==> src/logic/twm_pkg.sv <==
// Shared constants for the two-wire master sequencer
package twm_pkg;
  // System clock period and bus quarter-bit time
  localparam int CLK_NS = 10;
  localparam int QTR_NS = 2500;
  // Least time, so round up to whole cycles
  localparam int QTR_CYC = (QTR_NS + CLK_NS - 1) / CLK_NS;

  // Register port
  localparam int ADDR_W = 2;
  localparam logic [1:0] ADR_CTRL = 2'h0;
  localparam logic [1:0] ADR_STAT = 2'h1;
  localparam logic [1:0] ADR_DATA = 2'h2;

  // Control register bit positions, and the read/write bit of the address byte
  localparam int B_DONE = 7;
  localparam int B_ACK = 6;
  localparam int B_BEGIN = 5;
  localparam int B_HALT = 4;
  localparam int B_WCOL = 3;
  localparam int B_EN = 2;
  localparam int B_RSV = 1;
  localparam int B_IRQ = 0;
  localparam int B_RW = 0;

  // Reset values, and the last bit index of a byte
  localparam logic [7:0] DATA_RST = 8'hff;
  localparam logic [2:0] BIT_TOP = 3'h7;
  localparam logic [2:0] BIT_LAST = 3'h0;

  // Status codes, low three bits always read as zero
  localparam logic [7:0] ST_START = 8'h08;
  localparam logic [7:0] ST_RSTART = 8'h10;
  localparam logic [7:0] ST_AW_ACK = 8'h18;
  localparam logic [7:0] ST_AW_NACK = 8'h20;
  localparam logic [7:0] ST_DT_ACK = 8'h28;
  localparam logic [7:0] ST_DT_NACK = 8'h30;
  localparam logic [7:0] ST_ARB = 8'h38;
  localparam logic [7:0] ST_AR_ACK = 8'h40;
  localparam logic [7:0] ST_AR_NACK = 8'h48;
  localparam logic [7:0] ST_DR_ACK = 8'h50;
  localparam logic [7:0] ST_DR_NACK = 8'h58;
  localparam logic [7:0] ST_NONE = 8'hf8;

  // Bit engine commands
  typedef enum logic [1:0] {
    BC_START = 2'b00,
    BC_STOP = 2'b01,
    BC_WBIT = 2'b10,
    BC_RBIT = 2'b11
  } twm_bcmd_e;
  localparam logic [1:0] PH_SAMPLE = 2'h2;
  localparam logic [1:0] PH_END = 2'h3;
endpackage

==> src/logic/twm_bit_engine.sv <==
// Bit-level engine: START, STOP and single data bits on the wires
`timescale 1ns/1ps
module twm_bit_engine #(
  parameter int QTR = twm_pkg::QTR_CYC
) (
  input wire logic clk, // System clock
  input wire logic resetn, // Async reset, active low
  input wire logic abort, // Release both lines now
  input wire logic go, // Start one command
  input wire twm_pkg::twm_bcmd_e cmd, // Command kind
  input wire logic wbit, // Bit to send
  input wire logic scl_s, // Synchronised clock line
  input wire logic sda_s, // Synchronised data line
  output logic done, // Command finished pulse
  output logic rbit, // Sampled data bit
  output logic lost, // Arbitration lost in last bit
  output logic scl_lvl, // Wanted clock line level
  output logic sda_lvl // Wanted data line level
);
  import twm_pkg::*;
  localparam int CW = $clog2(QTR + 1);

  logic active;
  twm_bcmd_e cmd_r;
  logic wbit_r;
  logic [1:0] ph;
  logic [CW-1:0] cnt;

  // Line levels for each phase of each command
  function automatic logic [1:0] lv(twm_bcmd_e c, logic [1:0] p,
                                    logic b, logic scl_now);
    logic [1:0] r;
    r = 2'h3;
    case (c)
      BC_START: r = (p == 2'h0) ? {scl_now, 1'b1} :
                    (p == 2'h1) ? 2'h3 : (p == 2'h2) ? 2'h2 : 2'h0;
      BC_STOP: r = (p == 2'h0) ? 2'h0 : (p == 2'h1) ? 2'h2 : 2'h3;
      default: r = {(p == 2'h1) || (p == 2'h2), b};
    endcase
    return r;
  endfunction

  // A slave holding the clock low stretches the phase
  wire stretch = scl_lvl && !scl_s;
  wire step = active && !stretch && (cnt == CW'(QTR - 1));
  wire [1:0] next_ph = ph + 2'h1;
  wire [1:0] go_lv = lv(cmd, 2'h0, wbit, scl_lvl);
  wire [1:0] step_lv = lv(cmd_r, next_ph, wbit_r, scl_lvl);

  // Phase timer and line drive
  always_ff @(posedge clk or negedge resetn) begin
    if (!resetn) begin
      active <= 1'b0;
      cmd_r <= BC_START;
      wbit_r <= 1'b1;
      ph <= 2'h0;
      cnt <= '0;
      {scl_lvl, sda_lvl} <= 2'h3;
      done <= 1'b0;
      rbit <= 1'b1;
      lost <= 1'b0;
    end else begin
      done <= 1'b0;
      if (abort) begin
        active <= 1'b0;
        {scl_lvl, sda_lvl} <= 2'h3;
      end else if (go && !active) begin
        active <= 1'b1;
        cmd_r <= cmd;
        wbit_r <= wbit;
        ph <= 2'h0;
        cnt <= '0;
        lost <= 1'b0;
        {scl_lvl, sda_lvl} <= go_lv;
      end else if (step) begin
        cnt <= '0;
        if (ph == PH_END) begin
          active <= 1'b0;
          done <= 1'b1;
        end else begin
          ph <= next_ph;
          {scl_lvl, sda_lvl} <= step_lv;
        end
        // Sent a one but the line reads zero: another master won
        if (ph == PH_SAMPLE) begin
          rbit <= sda_s;
          lost <= (cmd_r == BC_WBIT) && wbit_r && !sda_s;
        end
      end else if (active && !stretch) begin
        cnt <= cnt + CW'(1);
      end
    end
  end
endmodule

==> src/logic/twm_seq.sv <==
// Master transmit and receive sequencer with its register port
//
// Implementation choices: the plain strobed port and the address map.
`timescale 1ns/1ps
module twm_seq (
  input wire logic clk, // System clock, 100 MHz
  input wire logic resetn, // Async reset, active low
  input wire logic [twm_pkg::ADDR_W-1:0] addr, // Register address
  input wire logic [7:0] wdata, // Write data
  input wire logic wr, // Write strobe
  input wire logic rd, // Read strobe
  output logic [7:0] rdata, // Read data, cycle after rd
  input wire logic scl_in, // Clock line level
  output logic scl_out, // Clock line drive value
  output logic scl_oe, // Clock line pulled low
  input wire logic sda_in, // Data line level
  output logic sda_out, // Data line drive value
  output logic sda_oe // Data line pulled low
);
  import twm_pkg::*;

  typedef enum logic [3:0] {
    S_IDLE = 4'h0,
    S_WFREE = 4'h1,
    S_START = 4'h2,
    S_HOLD = 4'h3,
    S_TXBIT = 4'h4,
    S_TXACK = 4'h5,
    S_RXBIT = 4'h6,
    S_RXACK = 4'h7,
    S_STOP = 4'h8
  } twm_state_e;

  // Pick one of two codes by an acknowledge bit
  function automatic logic [7:0] pick(logic ack, logic [7:0] a,
                                      logic [7:0] n);
    return ack ? a : n;
  endfunction

  // Control, status and data registers
  logic op_done, ack_en, begin_req, halt_req, wcol, en, irq_en;
  logic [7:0] code;
  logic [7:0] data;
  twm_state_e state;
  logic [2:0] bitn;
  logic is_addr, is_read, master, ack_plan;

  // Line synchronisers and bus watch
  logic scl_m, scl_s, scl_d, sda_m, sda_s, sda_d, bus_busy;

  // Engine handshake
  logic eng_done, eng_rbit, eng_lost, scl_lvl, sda_lvl;

  // Next-state values from the sequencer
  twm_state_e next_state;
  logic [7:0] next_code;
  logic [2:0] next_bitn;
  logic next_addr, next_read, next_master;
  logic set_flag, clr_halt, shift_in, latch_ack, eng_go, eng_bit;
  twm_bcmd_e eng_cmd;

  // Register port decode
  wire wr_ctrl = wr && (addr == ADR_CTRL);
  wire wr_data = wr && (addr == ADR_DATA);
  wire held = (state == S_HOLD) && !op_done;
  wire ack_seen = !eng_rbit;
  wire [2:0] nbit = bitn - 3'h1;
  wire abort = !en || ((state == S_TXBIT) && eng_done && eng_lost);
  wire is_sent_addr = (code == ST_START) || (code == ST_RSTART);
  wire is_tx_code = (code == ST_AW_ACK) || (code == ST_AW_NACK) ||
                    (code == ST_DT_ACK) || (code == ST_DT_NACK);
  wire is_rx_code = (code == ST_AR_ACK) || (code == ST_DR_ACK);
  wire start_seen = scl_s && scl_d && sda_d && !sda_s;
  wire stop_seen = scl_s && scl_d && !sda_d && sda_s;

  // Two flops before any logic reads the pins
  always_ff @(posedge clk or negedge resetn) begin
    if (!resetn) begin
      {scl_m, scl_s, scl_d} <= 3'h7;
      {sda_m, sda_s, sda_d} <= 3'h7;
    end else begin
      {scl_m, scl_s, scl_d} <= {scl_in, scl_m, scl_s};
      {sda_m, sda_s, sda_d} <= {sda_in, sda_m, sda_s};
    end
  end

  // Bus is busy from any START seen until a STOP
  always_ff @(posedge clk or negedge resetn) begin
    if (!resetn) begin
      bus_busy <= 1'b0;
    end else if (start_seen) begin
      bus_busy <= 1'b1;
    end else if (stop_seen) begin
      bus_busy <= 1'b0;
    end
  end

  twm_bit_engine #(.QTR(QTR_CYC)) u_eng (
    .clk(clk),
    .resetn(resetn),
    .abort(abort),
    .go(eng_go),
    .cmd(eng_cmd),
    .wbit(eng_bit),
    .scl_s(scl_s),
    .sda_s(sda_s),
    .done(eng_done),
    .rbit(eng_rbit),
    .lost(eng_lost),
    .scl_lvl(scl_lvl),
    .sda_lvl(sda_lvl)
  );

  // Byte sequencing; apart from the disable, all moves but those from S_IDLE, S_WFREE and S_HOLD wait on engine completion
  always_comb begin
    next_state = state;
    next_code = code;
    next_bitn = bitn;
    next_addr = is_addr;
    next_read = is_read;
    next_master = master;
    set_flag = 1'b0;
    clr_halt = 1'b0;
    shift_in = 1'b0;
    latch_ack = 1'b0;
    eng_go = 1'b0;
    eng_cmd = BC_START;
    eng_bit = 1'b1;
    case (state)
      S_IDLE: begin
        if (en && begin_req && !op_done) begin
          next_state = S_WFREE;
        end
      end
      S_WFREE: begin
        if (!bus_busy) begin
          eng_go = 1'b1;
          next_state = S_START;
        end
      end
      S_START: begin
        if (eng_done) begin
          set_flag = 1'b1;
          next_code = pick(master, ST_RSTART, ST_START);
          next_master = 1'b1;
          next_state = S_HOLD;
        end
      end
      S_HOLD: begin
        // Nothing moves on the bus until the flag is cleared
        if (held) begin
          latch_ack = 1'b1;
          if (halt_req && master) begin
            eng_go = 1'b1;
            eng_cmd = BC_STOP;
            next_state = S_STOP;
          end else if (halt_req) begin
            clr_halt = 1'b1;
            next_state = S_IDLE;
          end else if (begin_req && master) begin
            eng_go = 1'b1;
            next_state = S_START;
          end else if (begin_req) begin
            next_state = S_WFREE;
          end else if (!master) begin
            next_state = S_IDLE;
          end else if (is_sent_addr || is_tx_code) begin
            next_addr = is_sent_addr;
            if (is_sent_addr) begin
              next_read = data[B_RW];
            end
            next_bitn = BIT_TOP;
            eng_go = 1'b1;
            eng_cmd = BC_WBIT;
            eng_bit = data[BIT_TOP];
            next_state = S_TXBIT;
          end else if (is_rx_code) begin
            next_bitn = BIT_TOP;
            eng_go = 1'b1;
            eng_cmd = BC_RBIT;
            next_state = S_RXBIT;
          end
        end
      end
      S_TXBIT: begin
        if (eng_done && eng_lost) begin
          set_flag = 1'b1;
          next_code = ST_ARB;
          next_master = 1'b0;
          next_state = S_HOLD;
        end else if (eng_done) begin
          eng_go = 1'b1;
          if (bitn == BIT_LAST) begin
            eng_cmd = BC_RBIT;
            next_state = S_TXACK;
          end else begin
            eng_cmd = BC_WBIT;
            eng_bit = data[nbit];
            next_bitn = nbit;
          end
        end
      end
      S_TXACK: begin
        if (eng_done) begin
          set_flag = 1'b1;
          next_state = S_HOLD;
          if (!is_addr) begin
            next_code = pick(ack_seen, ST_DT_ACK, ST_DT_NACK);
          end else if (is_read) begin
            next_code = pick(ack_seen, ST_AR_ACK, ST_AR_NACK);
          end else begin
            next_code = pick(ack_seen, ST_AW_ACK, ST_AW_NACK);
          end
        end
      end
      S_RXBIT: begin
        if (eng_done) begin
          shift_in = 1'b1;
          eng_go = 1'b1;
          if (bitn == BIT_LAST) begin
            eng_cmd = BC_WBIT;
            eng_bit = !ack_plan;
            next_state = S_RXACK;
          end else begin
            eng_cmd = BC_RBIT;
            next_bitn = nbit;
          end
        end
      end
      S_RXACK: begin
        if (eng_done) begin
          set_flag = 1'b1;
          next_code = pick(ack_plan, ST_DR_ACK, ST_DR_NACK);
          next_state = S_HOLD;
        end
      end
      S_STOP: begin
        if (eng_done) begin
          clr_halt = 1'b1;
          next_master = 1'b0;
          next_code = ST_NONE;
          next_state = begin_req ? S_WFREE : S_IDLE;
        end
      end
      default: next_state = S_IDLE;
    endcase
    // Disabling returns to S_IDLE, drops mastership and releases the lines; flag and status code keep their values
    if (!en) begin
      next_state = S_IDLE;
      next_master = 1'b0;
    end
  end

  // Sequencer state
  always_ff @(posedge clk or negedge resetn) begin
    if (!resetn) begin
      state <= S_IDLE;
      code <= ST_NONE;
      bitn <= BIT_TOP;
      {is_addr, is_read, master, ack_plan} <= 4'h0;
    end else begin
      state <= next_state;
      code <= next_code;
      bitn <= next_bitn;
      {is_addr, is_read, master} <= {next_addr, next_read, next_master};
      if (latch_ack) begin
        ack_plan <= ack_en;
      end
    end
  end

  // Completion flag: a hardware set beats a software clear
  always_ff @(posedge clk or negedge resetn) begin
    if (!resetn) begin
      op_done <= 1'b0;
    end else if (set_flag) begin
      op_done <= 1'b1;
    end else if (wr_ctrl && wdata[B_DONE]) begin
      op_done <= 1'b0;
    end
  end

  // Software control bits; halt also clears itself after STOP
  always_ff @(posedge clk or negedge resetn) begin
    if (!resetn) begin
      {ack_en, begin_req, halt_req, en, irq_en} <= 5'h00;
    end else if (wr_ctrl) begin
      ack_en <= wdata[B_ACK];
      begin_req <= wdata[B_BEGIN];
      halt_req <= wdata[B_HALT];
      en <= wdata[B_EN];
      irq_en <= wdata[B_IRQ];
    end else if (clr_halt) begin
      halt_req <= 1'b0;
    end
  end

  // Data register: software loads only while the flag is up
  always_ff @(posedge clk or negedge resetn) begin
    if (!resetn) begin
      data <= DATA_RST;
      wcol <= 1'b0;
    end else if (wr_data && !op_done) begin
      wcol <= 1'b1;
    end else if (wr_data) begin
      data <= wdata;
      wcol <= 1'b0;
    end else if (shift_in) begin
      data <= {data[6:0], eng_rbit};
    end
  end

  // Read mux; reserved control bit reads zero
  wire [7:0] ctrl_rd;
  assign ctrl_rd[B_DONE] = op_done;
  assign ctrl_rd[B_ACK] = ack_en;
  assign ctrl_rd[B_BEGIN] = begin_req;
  assign ctrl_rd[B_HALT] = halt_req;
  assign ctrl_rd[B_WCOL] = wcol;
  assign ctrl_rd[B_EN] = en;
  assign ctrl_rd[B_RSV] = 1'b0;
  assign ctrl_rd[B_IRQ] = irq_en;
  wire [7:0] rd_val = (addr == ADR_CTRL) ? ctrl_rd :
                      (addr == ADR_STAT) ? code :
                      (addr == ADR_DATA) ? data : 8'h00;

  // Read data stands only in the cycle after the strobe
  always_ff @(posedge clk or negedge resetn) begin
    if (!resetn) begin
      rdata <= 8'h00;
    end else begin
      rdata <= rd ? rd_val : 8'h00;
    end
  end

  // Open-drain: only ever pull low, enable when level is low
  assign scl_out = 1'b0;
  assign sda_out = 1'b0;
  assign scl_oe = !scl_lvl;
  assign sda_oe = !sda_lvl;
endmodule

==> config.mk <==
export PLATFORM = sky130hd
export DESIGN_NAME = twm_seq
export DESIGN_NICKNAME = d
export VERILOG_FILES = /design/src/logic/twm_pkg.sv /design/src/logic/twm_bit_engine.sv /design/src/logic/twm_seq.sv
export SDC_FILE = /design/constraint.sdc
export NUM_CORES = 1
export LEC_CHECK = 0
export ABC_CLOCK_PERIOD_IN_PS = 3300
export BUFFER_PORTS_ARGS = -buffer_cell sky130_fd_sc_hd__buf_2
export CORE_MARGIN = 1
export CORE_UTILIZATION = 30
export CTS_CLUSTER_DIAMETER = 30
export DETAILED_ROUTE_END_ITERATION = 8
export PLACE_DENSITY_LB_ADDON = 0.08
export SLEW_MARGIN = 25
export SYNTH_ARGS = -nofsm -noshare
export SYNTH_HDL_FRONTEND = slang
export SYNTH_SLANG_ARGS = --single-unit
export TNS_END_PERCENT = 50
==> constraint.sdc <==
create_clock -name clk -period 3.3 [get_ports clk]
set_clock_uncertainty 0.2 [all_clocks]
set_input_delay 0.165 -clock clk [delete_from_list [all_inputs] [get_ports clk]]
set_output_delay 0.165 -clock clk [all_outputs]
set_load 0.03 [all_outputs]
; ---- Yosys cells after proc, flatten, opt, wreduce, memory -nomap -nowiden
; Cells that the tools add are included.
[totals]
ff_bits = 68
inputBits = 16
wordCells = 321
[op_classes]
add_sub_neg = 3
n_lt_le_gt_ge = 1
eq_ne = 56
n_mux = 146
bitwise = 7
n_reduce_logical = 75
[ops]
columns = op, n
row1 = $mux W8, 14
row2 = $mux W4, 20
row3 = $mux W1, 66
row4 = $pmux W8 S5, 1
row5 = $mux W2, 18
row6 = $mux W3, 11
row7 = $pmux W4 S7, 1
row8 = $eq A8 B6 Y1 const B, 3
row9 = $logic_and A1 B1 Y1, 23
row10 = $ne A3 B2 Y1 const B, 7
row11 = $reduce_and A9 Y1, 2
row12 = $eq A4 B3 Y1 const B, 4
row13 = $eq A8 B5 Y1 const B, 2
row14 = $eq A8 B7 Y1 const B, 2
row15 = $ne A3 B3 Y1 const B, 5
row16 = $mux W7, 2
row17 = $ne A2 B2 Y1 const B, 7
row18 = $reduce_bool A2 Y1, 7
row19 = $ne A2 B1 Y1 const B, 6
row20 = $reduce_and A4 Y1, 3
row21 = $reduce_bool A3 Y1, 4
row22 = $eq A2 B2 Y1 const B, 5
row23 = $logic_not A1 Y1, 10
row24 = $mux W5, 2
row25 = other kinds (34), 63

; ---- Depth between registers and ports, before layout
; Gate-level depths: netlist (run 1).
[depth]
word_depth = 17
mapped_depth = 8

; ---- Hierarchy
; A second synthesis (run 1) with hierarchy kept.
[hier_totals]
cells_unflattened = 398
hier_area_um2 = 3931.3
[by_module_without_submodules]
columns = module, n_inst, cells_each, area_each_um2
row1 = twm_seq, 1, 287, 2840.2
row2 = twm_bit_engine, 1, 111, 1091.0

; ---- Least setup slack after synthesis (run 1)
; OpenSTA, ideal clock, no wires.
[synth_timing]
kind = register to register
startpoint = reg bitn[0]
endpoint = reg u_eng.wbit_r
setup_time_ns = 0.085
arrival_ns = 2.141
required_ns = 3.015
path_slack_ns = 0.874
path_stages_with_launch = 8
synth_period_minus_slack_ns = 2.426
cell_sequence = dfstp_2 -> inv_1 -> ha_1 -> mux4_2 -> mux2_2 -> nand3_1 -> nand4_1 -> mux2_1
[synth_via]
elab_chain_cells = 7
elab_cells_between_ends = 10
cone_classes = add/sub: 1 / mux: 8 / reduce/logical: 1
[synth_rtl]
columns = element, line_no
row1 = start: declaration, twm_seq.sv:45  ; logic [2:0] bitn;
row2 = start signal: assignment, twm_seq.sv:264  ; bitn <= next_bitn;
row3 = $sub A3 B1 Y3, twm_seq.sv:67  ; wire [2:0] nbit = bitn - 3'h1;
row4 = $bmux W1 S3, twm_seq.sv:198  ; eng_bit = data[nbit];
row5 = $mux W1 (not written as such), twm_seq.sv:198
row6 = $mux W1, twm_seq.sv:193  ; if (bitn == BIT_LAST) begin
row7 = $mux W1, twm_seq.sv:191  ; end else if (eng_done) begin
row8 = $mux W1, twm_seq.sv:186  ; if (eng_done && eng_lost) begin
row9 = $pmux W1 S3 *, twm_seq.sv:129  ; case (state)
row10 = end signal: assignment, twm_bit_engine.sv:70  ; wbit_r <= wbit;
row11 = end: declaration, twm_bit_engine.sv:25  ; logic wbit_r;
; Mark *: on every way between the ends. The rest lies on a longest branch, timed or not. The select of a mux whose other input is x is not followed.
; A chain may end at the register's enable or synchronous reset.

; ---- Final worst setup path (run 1)
[layout_timing]
startpoint = reg bitn[0]
endpoint = reg u_eng.sda_lvl
[layout_via]
elab_chain_cells = 10
elab_cells_between_ends = 21
cone_classes = add/sub: 1 / eq/ne: 1 / mux: 17 / reduce/logical: 2
[layout_rtl]
columns = element, line_no
row1 = $sub A3 B1 Y3, twm_seq.sv:67
row2 = $bmux W1 S3, twm_seq.sv:198
row3 = $mux W1 (not written as such), twm_seq.sv:198
row4 = $mux W1, twm_seq.sv:193
row5 = $mux W1, twm_seq.sv:191
row6 = $mux W1, twm_seq.sv:186
row7 = $pmux W1 S3, twm_seq.sv:129
row8 = $pmux W2 S2 *, twm_bit_engine.sv:34  ; case (c)
row9 = $mux W1 *, twm_bit_engine.sv:67  ; end else if (go && !active) begin
row10 = $mux W1 *, twm_bit_engine.sv:64  ; if (abort) begin
row11 = end signal: assignment, twm_bit_engine.sv:74  ; {scl_lvl, sda_lvl} <= go_lv;
row12 = end signal: assignment, twm_bit_engine.sv:82  ; {scl_lvl, sda_lvl} <= step_lv;
row13 = end: declaration, twm_bit_engine.sv:18  ; output logic sda_lvl
; Marks and branches as above.

==> impl_metrics.json, run 1 <==
{
  "arrival_ns": 2.66,
  "antenna_left": 0,
  "dieArea_mm2": 0.01333,
  "cts_tree": "built",
  "grt_pass1_vias": 3052,
  "synth_cells": 416,
  "fmax_mhz": 381.2,
  "cap_violations": 0,
  "power_mw": 2.337,
  "status": "complete, no violations",
  "drt_first_pass_iters": 4,
  "vias": 3200,
  "p_leak_nw": 1.896,
  "io_buffers": 25,
  "drive_above_1_share_pct": 21.01,
  "path_class": "reg2reg",
  "synth_area_leaders": "dfrtp_1, dfstp_2, mux2i_1",
  "fin_util_pct": 36.40,
  "grt_remaining_overflow": 0,
  "synth_cell_types": 66,
  "slew_headroom_pct": 60.58,
  "cts_max_path_buffers": 2,
  "critPathRequiredTime_ns": 3.34,
  "fill_cells": 1283,
  "grt_pass1_wl_um": 16960,
  "rsz0062_at_grt": "no",
  "cts_buffers": 9,
  "syn2layout_area_growth_pct": 18.47,
  "initial_core_util_pct": 30.72,
  "synth_top_area_share_pct": 25.28,
  "yosysTopAreaCell": "dfrtp_1",
  "synth.ff_latch_count": 65,
  "hp-class": "reg2reg",
  "post-route-min-period_ns": 2.623,
  "fin_nets": 477,
  "io_pins": 28,
  "cp-start-kind": "flip-flop",
  "syn_area_mm2": 0.003861,
  "die_y_um": 115.5,
  "crit_fanout": 5,
  "layout_commonest_cell": "nand2_1",
  "timing.final.crit_share_pct": 79.50,
  "peakVddDrop_v": 0.0002841,
  "powerDensity_mw_per_mm2": 510.8,
  "antenna_cells": 0,
  "synth_area_per_cell_um2": 9.282,
  "maxSlewViolCount": 0,
  "track_usage_pct": 17.16,
  "layout_common_cells": "nand2_1, dfrtp_1, o21ai_0, a21oi_1",
  "clock-sinks": 65,
  "grt_max_degree": 66,
  "ys_seq_area_share_pct": 42.97,
  "synth_edf_count": 0,
  "dp_hpwl_um": 7319,
  "viasPerCell": 5.087,
  "ys_async_sr_fraction_pct": 100.0,
  "post_cts_resized": 0,
  "h-tree-depth": 3,
  "finalHoldViolCount": 0,
  "row_count": 41,
  "drt-wirelength-per-cell_um": 16.46,
  "tns_ns": 0,
  "tightest_slew_ns": 0.5913,
  "drc": 0,
  "worstSkewPairLatency_ns": 0.34,
  "cts.reportedPaths.clkPinSlew_ns": 0.05,
  "yosys_warnings": 0,
  "antenna_found_initial": 0,
  "die_w_um": 115.5,
  "gp_congestion": 0.7928,
  "wirelength_um": 10360,
  "synth_ff_type": "dfrtp_1",
  "end_kind": "flip-flop",
  "core_mm2": 0.01257,
  "drt_iter0_drc": 201,
  "clock-root-buffer": "clkbuf_16",
  "finalSetupViolations": 0
}
## stage by stage
step                setup slack (ns)  std cells  hold slack [ns]  instance area [um^2]
floorplan                     0.8742        417          -0.3306                  3865
global placement              0.7374        600          0.02489                  4170
detailed placement            0.6491        600          0.02143                  4170
CTS                           0.6379        629           0.1437                  4574
global route                  0.4583        629           0.1568                  4574
finish                        0.6766        629           0.1540                  4574
## metal layers
metal | vias to the layer above | global-route usage, % | wire length [um]
li1 | 1562 | - | -
met1 | 1566 | 24.95 | 5289
met4 | 0 | 6.494 | 150
met2 | 63 | 24.71 | 4561
met5 | - | 0 | 0
met3 | 9 | 3.766 | 355
## worst max-delay path, stage by stage (launching register included)
cell and delay [ns]:
dfstp_2 0.57, inv_1 0.07, ha_1 0.34, mux4_2 0.51, mux2_2 0.28, nand3_1 0.08, nand4_1 0.16, a211oi_1 0.23
o21ai_0 0.10
## state kept, by name (all words and copies together) (netlist names), 2 cells and up
register     flops
bitn             3
code             5
data             8
rdata            8
state            4
u_eng.cmd_r      2
u_eng.cnt        8
u_eng.ph         2
## final timing paths
kind,startpoint,to,slack (ns),cells after the start
max,bitn[0]$_DFFE_PN1P_,u_eng.sda_lvl$_DFFE_PN1P_,0.68,8
min,sda_m$_DFF_PN1_,sda_s$_DFF_PN1_,0.15,0
max in group asynchronous,resetn,u_eng.wbit_r$_DFFE_PN1P_,2.38,3
max reg2reg,bitn[0]$_DFFE_PN1P_,u_eng.sda_lvl$_DFFE_PN1P_,0.68,8
min reg2reg,sda_m$_DFF_PN1_,sda_s$_DFF_PN1_,0.15,0
min in group asynchronous,resetn,rdata[4]$_DFF_PN0_,0.18,3
## where the power goes
group | switching, mW | internal, mW
combinational | 0.257 | 0.193
sequential | 0.117 | 0.891
clock | 0.354 | 0.525
total | 0.727 | 1.61
## cell families (layout without fill, tap and decap cells)
group | after synthesis | count (layout) | synth area share [%]
multiplexers | 34 | 34 | 9.786
adder cells (fa/ha/maj) | 9 | 9 | 2.916
AND/OR/NAND/NOR | 147 | 147 | 19.86
flip-flops | 65 | 65 | 42.97
XOR/XNOR | 4 | 4 | 0.9072
AO/OA/AOI/OAI | 111 | 111 | 18.15
other | 1 | 2 | 0.09712
buffers and inverters | 45 | 85 | 5.314
## cell usage after synthesis (2+ instances only)
master and instances:
a21oi_1 28, a22oi_1 5, a31oi_1 3, and2_1 8
and3_1 3, buf_2 11, buf_4 2, buf_6 2
clkbuf_1 9, dfrtp_1 39, dfstp_2 26, ha_1 9
inv_1 20, mux2_1 2, mux2_2 8, mux2i_1 22
mux4_2 2, nand2_1 45, nand2b_1 5, nand3_1 11
nand3b_1 2, nand4_1 5, nor2_1 26, nor2b_1 12
nor3_1 5, nor3b_1 2, nor4_1 2, nor4b_1 2
o211a_1 2, o21a_1 3, o21ai_0 36, o22ai_1 7
o31ai_1 8, o41ai_1 2, or2_2 2, or3_1 3
or4_1 5, xnor2_1 4
## cell type report
class | instances | area [um^2] | area share [%]
clock inverter | 5 | 31.28 | 0.6838
sequential | 65 | 1659 | 36.27
clock buffer | 11 | 242.7 | 5.306
multi-input combinational | 307 | 2001 | 43.74
inverter | 20 | 75.07 | 1.641
timing repair buffer | 49 | 350.3 | 7.659
tap | 172 | 215.2 | 4.705
## timing repair
item                      4_1_cts  5_1_grt
hold endpoints to repair       89        0
buffers inserted                0        0
hold buffers                   13        0
(Power assumes the default switching activity.)
==> run 2, diff against run 1 <==
--- a/config.mk
+++ b/config.mk
@@ -5,7 +5,7 @@
 export SDC_FILE = /design/constraint.sdc
 export NUM_CORES = 1
 export LEC_CHECK = 0
-export ABC_CLOCK_PERIOD_IN_PS = 3300
+export ABC_CLOCK_PERIOD_IN_PS = 2600
 export BUFFER_PORTS_ARGS = -buffer_cell sky130_fd_sc_hd__buf_2
 export CORE_MARGIN = 1
 export CORE_UTILIZATION = 30
==> constraint.sdc (replaced) <==
create_clock -name clk -period 2.6 [get_ports clk]
set_clock_uncertainty 0.2 [all_clocks]
set_input_delay 0.13 -clock clk [delete_from_list [all_inputs] [get_ports clk]]
set_output_delay 0.13 -clock clk [all_outputs]
set_load 0.03 [all_outputs]
==> impl_metrics.json, run 2 (synthesis gave the netlist of run 1 again) <==
{
  "status": "complete, no violations",
  "path_class": "reg2reg",
  "grt_max_degree": 44,
  "finalHoldViolCount": 0,
  "row_count": 41,
  "peakVddDrop_v": 0.0003714,
  "cts_tree": "built",
  "grt_pass1_vias": 3203,
  "drive_above_1_share_pct": 24.48,
  "layout_common_cells": "nand2_1, dfrtp_1, o21ai_0, buf_4, a21oi_1",
  "crit_path_end": "u_eng.sda_lvl$_DFFE_PN1P_",
  "crit_chain": "inv_1 -> ha_4 -> mux4_2 -> mux2_2 -> nand3_1 -> nand4_1 -> a211oi_1 -> o21ai_0",
  "r2r-start": "bitn[1]$_DFFE_PN1P_",
  "fmax_mhz": 403.0,
  "core_mm2": 0.01257,
  "drt_iter0_drc": 157,
  "top_regs": "data x8, rdata x8, u_eng.cnt x8",
  "finalInstanceArea_mm2": 0.004746,
  "viasPerCell": 4.965,
  "cts_buffers": 9,
  "p_leak_nw": 2.006,
  "rsz0062_at_grt": "no",
  "r2r_slack_ns": 0.12,
  "r2r_end": "u_eng.sda_lvl$_DFFE_PN1P_",
  "cts.reportedPaths.clkPinSlew_ns": 0.06,
  "post-route-min-period_ns": 2.481,
  "io_buffers": 25,
  "grt_pass1_wl_um": 17650,
  "drc": 0,
  "layout_commonest_cell": "nand2_1",
  "wirelength_um": 10800,
  "initial_core_util_pct": 30.72,
  "fill_cells": 1315,
  "arrival_ns": 2.53,
  "timing.final.crit_share_pct": 95.43,
  "slowest_stage": "dfstp_2",
  "antenna_left": 0,
  "track_usage_pct": 17.84,
  "dieArea_mm2": 0.01333,
  "drt-wirelength-per-cell_um": 16.61,
  "h-tree-depth": 3,
  "cp-start-kind": "flip-flop",
  "tightest_slew_ns": 0.6155,
  "dp_hpwl_um": 7973,
  "clock-sinks": 65,
  "powerDensity_mw_per_mm2": 646.1,
  "io_pins": 28,
  "gp_congestion": 0.8383,
  "antenna_cells": 0,
  "critPathLaunch": "bitn[1]$_DFFE_PN1P_",
  "fin_nets": 498,
  "crit_fanout": 3,
  "end_kind": "flip-flop",
  "cap_violations": 0,
  "die_y_um": 115.5,
  "worstSkewPairLatency_ns": 0.33,
  "drt_first_pass_iters": 4,
  "slew_headroom_pct": 58.97,
  "critPathRequiredTime_ns": 2.65,
  "die_w_um": 115.5,
  "finalSetupViolations": 0,
  "syn2layout_area_growth_pct": 22.91,
  "antenna_found_initial": 0,
  "vias": 3227,
  "slowest_delay_ns": 0.53,
  "grt_remaining_overflow": 0,
  "reg2reg_depth": 8,
  "tns_ns": 0,
  "cts_max_path_buffers": 2,
  "clock-root-buffer": "clkbuf_16",
  "hp-class": "in2async",
  "maxSlewViolCount": 0,
  "place_area_mm2": 0.004320
}
run 2: cell types whose count changed in the layout (fill, tap and decap cells not counted):
cell,before,now
clkinvlp_4,1,0
buf_4,10,31
ha_1,9,8
clkinv_4,1,0
clkbuf_8,1,2
ha_4,0,1
clkbuf_1,1,2
run 2: how the worst min path moves through the flow:
stage	start	to	slack [ns]	depth (start not counted)
2_1_floorplan	resetn	ack_en$_DFFE_PN0P_	-0.37	0
3_3_place_gp	resetn	op_done$_DFFE_PN0P_	-0.02	1
3_5_place_dp	resetn	op_done$_DFFE_PN0P_	-0.01	1
4_1_cts	addr[0]	rdata[1]$_DFF_PN0_	0.13	3
5_1_grt	scl_m$_DFF_PN1_	scl_s$_DFF_PN1_	0.16	0
6_report	resetn	op_done$_DFFE_PN0P_	0.14	2
run 2: worst max-delay path, delay by kind of cell (launching register included):
family,cells,cell delay (ns)
multiplexers,2,0.76
flip-flops,1,0.53
adder cells (fa/ha/maj),1,0.29
buffers and inverters,1,0.07
AND/OR/NAND/NOR,2,0.23
AO/OA/AOI/OAI,2,0.32
run 2: per-stage QoR:
stage                     instances  power (mW)  worst slack (ns)  hold WS (ns)  utilization [%]
final                           650       3.066            0.1189        0.1412            37.76
after global placement          620       1.928            0.1494      -0.01698            34.38
after detailed placement        620       1.927           0.07493      -0.01056            34.38
after global routing            650       3.233           0.03264        0.1627            37.76
after floorplan                 417       1.660            0.1742       -0.3656                -
after CTS                       649       3.101           0.06179        0.1268            37.60
run 2: cell type report:
| type | count | area (um^2) | area share [%] |
|---|---|---|---|
| Clock buffer | 13 | 260.3 | 5.484 |
| Sequential cell | 65 | 1659 | 34.96 |
| Tap cell | 172 | 215.2 | 4.535 |
| Multi-Input combinational cell | 307 | 2013 | 42.42 |
| Inverter | 20 | 75.07 | 1.582 |
| Timing Repair Buffer | 70 | 508.0 | 10.70 |
| Clock inverter | 3 | 15.01 | 0.3164 |
run 2: what timing repair did:
action                     in CTS  in global routing
setup endpoints to repair       0                  2
gates resized for setup         0                  1
buffers inserted                0                  0
hold endpoints to repair       40                  0
hold buffers                   13                  0
run 2: report_power, final:
part           switching (mW)  total [mW]  internal (mW)
Clock                   0.446        1.14          0.693
Combinational           0.387       0.685          0.298
Sequential              0.110        1.24           1.13
run 2: routing by layer:
layer  global-route usage, %  share of wire (%)  vias to the layer above
met4                   8.225                1.6                        0
met3                   3.190                3.9                       11
met5                       0                  0                        -
met1                   25.82                 50                     1553
met2                   25.71                 44                       58
li1                        -                  -                     1605
==> run 3, diff against run 2 <==
--- a/config.mk
+++ b/config.mk
@@ -5,7 +5,7 @@
 export SDC_FILE = /design/constraint.sdc
 export NUM_CORES = 1
 export LEC_CHECK = 0
-export ABC_CLOCK_PERIOD_IN_PS = 2600
+export ABC_CLOCK_PERIOD_IN_PS = 3100
 export BUFFER_PORTS_ARGS = -buffer_cell sky130_fd_sc_hd__buf_2
 export CORE_MARGIN = 1
 export CORE_UTILIZATION = 30
==> constraint.sdc (replaced) <==
create_clock -name clk -period 3.1 [get_ports clk]
set_clock_uncertainty 0.2 [all_clocks]
set_input_delay 0.155 -clock clk [delete_from_list [all_inputs] [get_ports clk]]
set_output_delay 0.155 -clock clk [all_outputs]
set_load 0.03 [all_outputs]
==> impl_metrics.json, run 3 (synthesis gave the netlist of run 1 again) <==
{
  "timing.final.crit_share_pct": 85.20,
  "finalSetupViolations": 0,
  "rsz0062_at_grt": "no",
  "top_regs": "data x8, rdata x8, u_eng.cnt x8",
  "cts_buffers": 9,
  "crit_fanout": 5,
  "path_delay_family": "multiplexers",
  "whs_ns": 0.1559,
  "wirelength_um": 10270,
  "drt_iter0_drc": 146,
  "path_buf_inv": 1,
  "io_buffers": 25,
  "maxSlewViolCount": 0,
  "worstSkewPairLatency_ns": 0.34,
  "fin_cells": 632,
  "h-tree-depth": 3,
  "clock-sinks": 65,
  "post-route-min-period_ns": 2.641,
  "path_class": "reg2reg",
  "end_kind": "flip-flop",
  "grt_pass1_vias": 3120,
  "antenna_found_initial": 0,
  "setup_ws_ns": 0.4586,
  "place_area_mm2": 0.004180,
  "track_usage_pct": 16.92,
  "fmax_mhz": 378.6,
  "peakVddDrop_v": 0.0003670,
  "dp.cells": 603,
  "drt_first_pass_iters": 4,
  "io_pins": 28,
  "finalHoldViolCount": 0,
  "cts.reportedPaths.clkPinSlew_ns": 0.05,
  "seq_area_mm2": 0.001659,
  "p_leak_nw": 1.913,
  "cts_max_path_buffers": 2,
  "syn2layout_area_growth_pct": 19.35,
  "powerDensity_mw_per_mm2": 561.7,
  "initial_core_util_pct": 30.72,
  "fin_util_pct": 36.67,
  "fill_cells": 1318,
  "grt_pass1_wl_um": 16840,
  "viasPerCell": 5.085,
  "gp_congestion": 0.8216,
  "tightest_slew_ns": 0.8604,
  "drive_above_1_share_pct": 21.52,
  "layout_common_cells": "nand2_1, dfrtp_1, o21ai_0, a21oi_1",
  "layout_commonest_cell": "nand2_1",
  "clock-root-buffer": "clkbuf_16",
  "hp-class": "reg2reg",
  "critPathRequiredTime_ns": 3.14,
  "power_mw": 2.589,
  "row_count": 41,
  "vias": 3214,
  "die_w_um": 115.5,
  "post_cts_buffers": 0,
  "cap_violations": 0,
  "drt-wirelength-per-cell_um": 16.24,
  "dpl_worst_slack_ns": 0.4378,
  "fin_nets": 480,
  "slowest_stage": "dfstp_2",
  "slowest_delay_ns": 0.57,
  "post_cts_resized": 0,
  "cts_tree": "built",
  "cp-start-kind": "flip-flop",
  "slew_headroom_pct": 42.64,
  "dieArea_mm2": 0.01333,
  "tns_ns": 0,
  "multi_input_area_mm2": 0.002001,
  "core_mm2": 0.01257,
  "antenna_cells": 0,
  "finalInstanceArea_mm2": 0.004608,
  "status": "complete, no violations",
  "crit_chain": "inv_1 -> ha_1 -> mux4_2 -> mux2_2 -> nand3_1 -> nand4_1 -> a211oi_1 -> o21ai_0",
  "grt_max_degree": 66,
  "dp_hpwl_um": 7341,
  "die_y_um": 115.5,
  "drc": 0,
  "grt_remaining_overflow": 0,
  "arrival_ns": 2.68,
  "antenna_left": 0
}
[run 3: cell types whose count changed in the layout (fill, tap and decap cells not counted), sizes merged]
cell      delta
clkbuf       -2
buf         -18
clkinv       -1
bufinv       +1
clkinvlp     +2
[run 3: what timing repair did]
action / in CTS / in global routing
endpoints found under the hold margin: 63 / 0
endpoints found under the setup margin: 0 / 0
hold buffers: 13 / 0
[run 3: path summary, 6_finish.rpt]
| check | start | endpoint | cells past startpoint | slack [ns] |
|---|---|---|---|---|
| max | bitn[0]$_DFFE_PN1P_ | u_eng.sda_lvl$_DFFE_PN1P_ | 8 | 0.46 |
| max in group asynchronous | resetn | bus_busy$_DFFE_PN0P_ | 3 | 1.78 |
| min | sda_m$_DFF_PN1_ | sda_s$_DFF_PN1_ | 0 | 0.16 |
| max reg2reg | bitn[0]$_DFFE_PN1P_ | u_eng.sda_lvl$_DFFE_PN1P_ | 8 | 0.46 |
| min reg2reg | sda_m$_DFF_PN1_ | sda_s$_DFF_PN1_ | 0 | 0.16 |
| min in group asynchronous | resetn | halt_req$_DFFE_PN0P_ | 3 | 0.37 |
[run 3: where the power goes]
group	leakage (nW)	switching [mW]	internal [mW]
combinational	0.980	0.282	0.218
sequential	0.792	0.121	0.948
clock	0.142	0.378	0.641
total	1.91	0.782	1.81
[run 3: area by class of cell]
cell class / count / area share [%]
multi-input cells: 307 / 43.42
flip-flops and latches: 65 / 36.00
repair buffers: 52 / 7.820
clock buffers: 11 / 5.267
well taps: 172 / 4.670
inverters: 20 / 1.629
clock inverters: 5 / 1.195
[run 3: routing by layer]
layer | share of wire [%] | vias to the layer above | track usage (%)
li1 | - | 1570 | -
met1 | 50 | 1583 | 24.37
met2 | 45 | 51 | 25.11
met3 | 3.1 | 10 | 2.667
met4 | 1.7 | 0 | 7.100
met5 | 0 | - | 0
[run 3: worst register-to-register path, stage by stage, from the launching register on]
cell,delay (ns)
dfstp_2,0.57
inv_1,0.07
ha_1,0.35
mux4_2,0.51
mux2_2,0.29
nand3_1,0.08
nand4_1,0.16
a211oi_1,0.22
o21ai_0,0.10
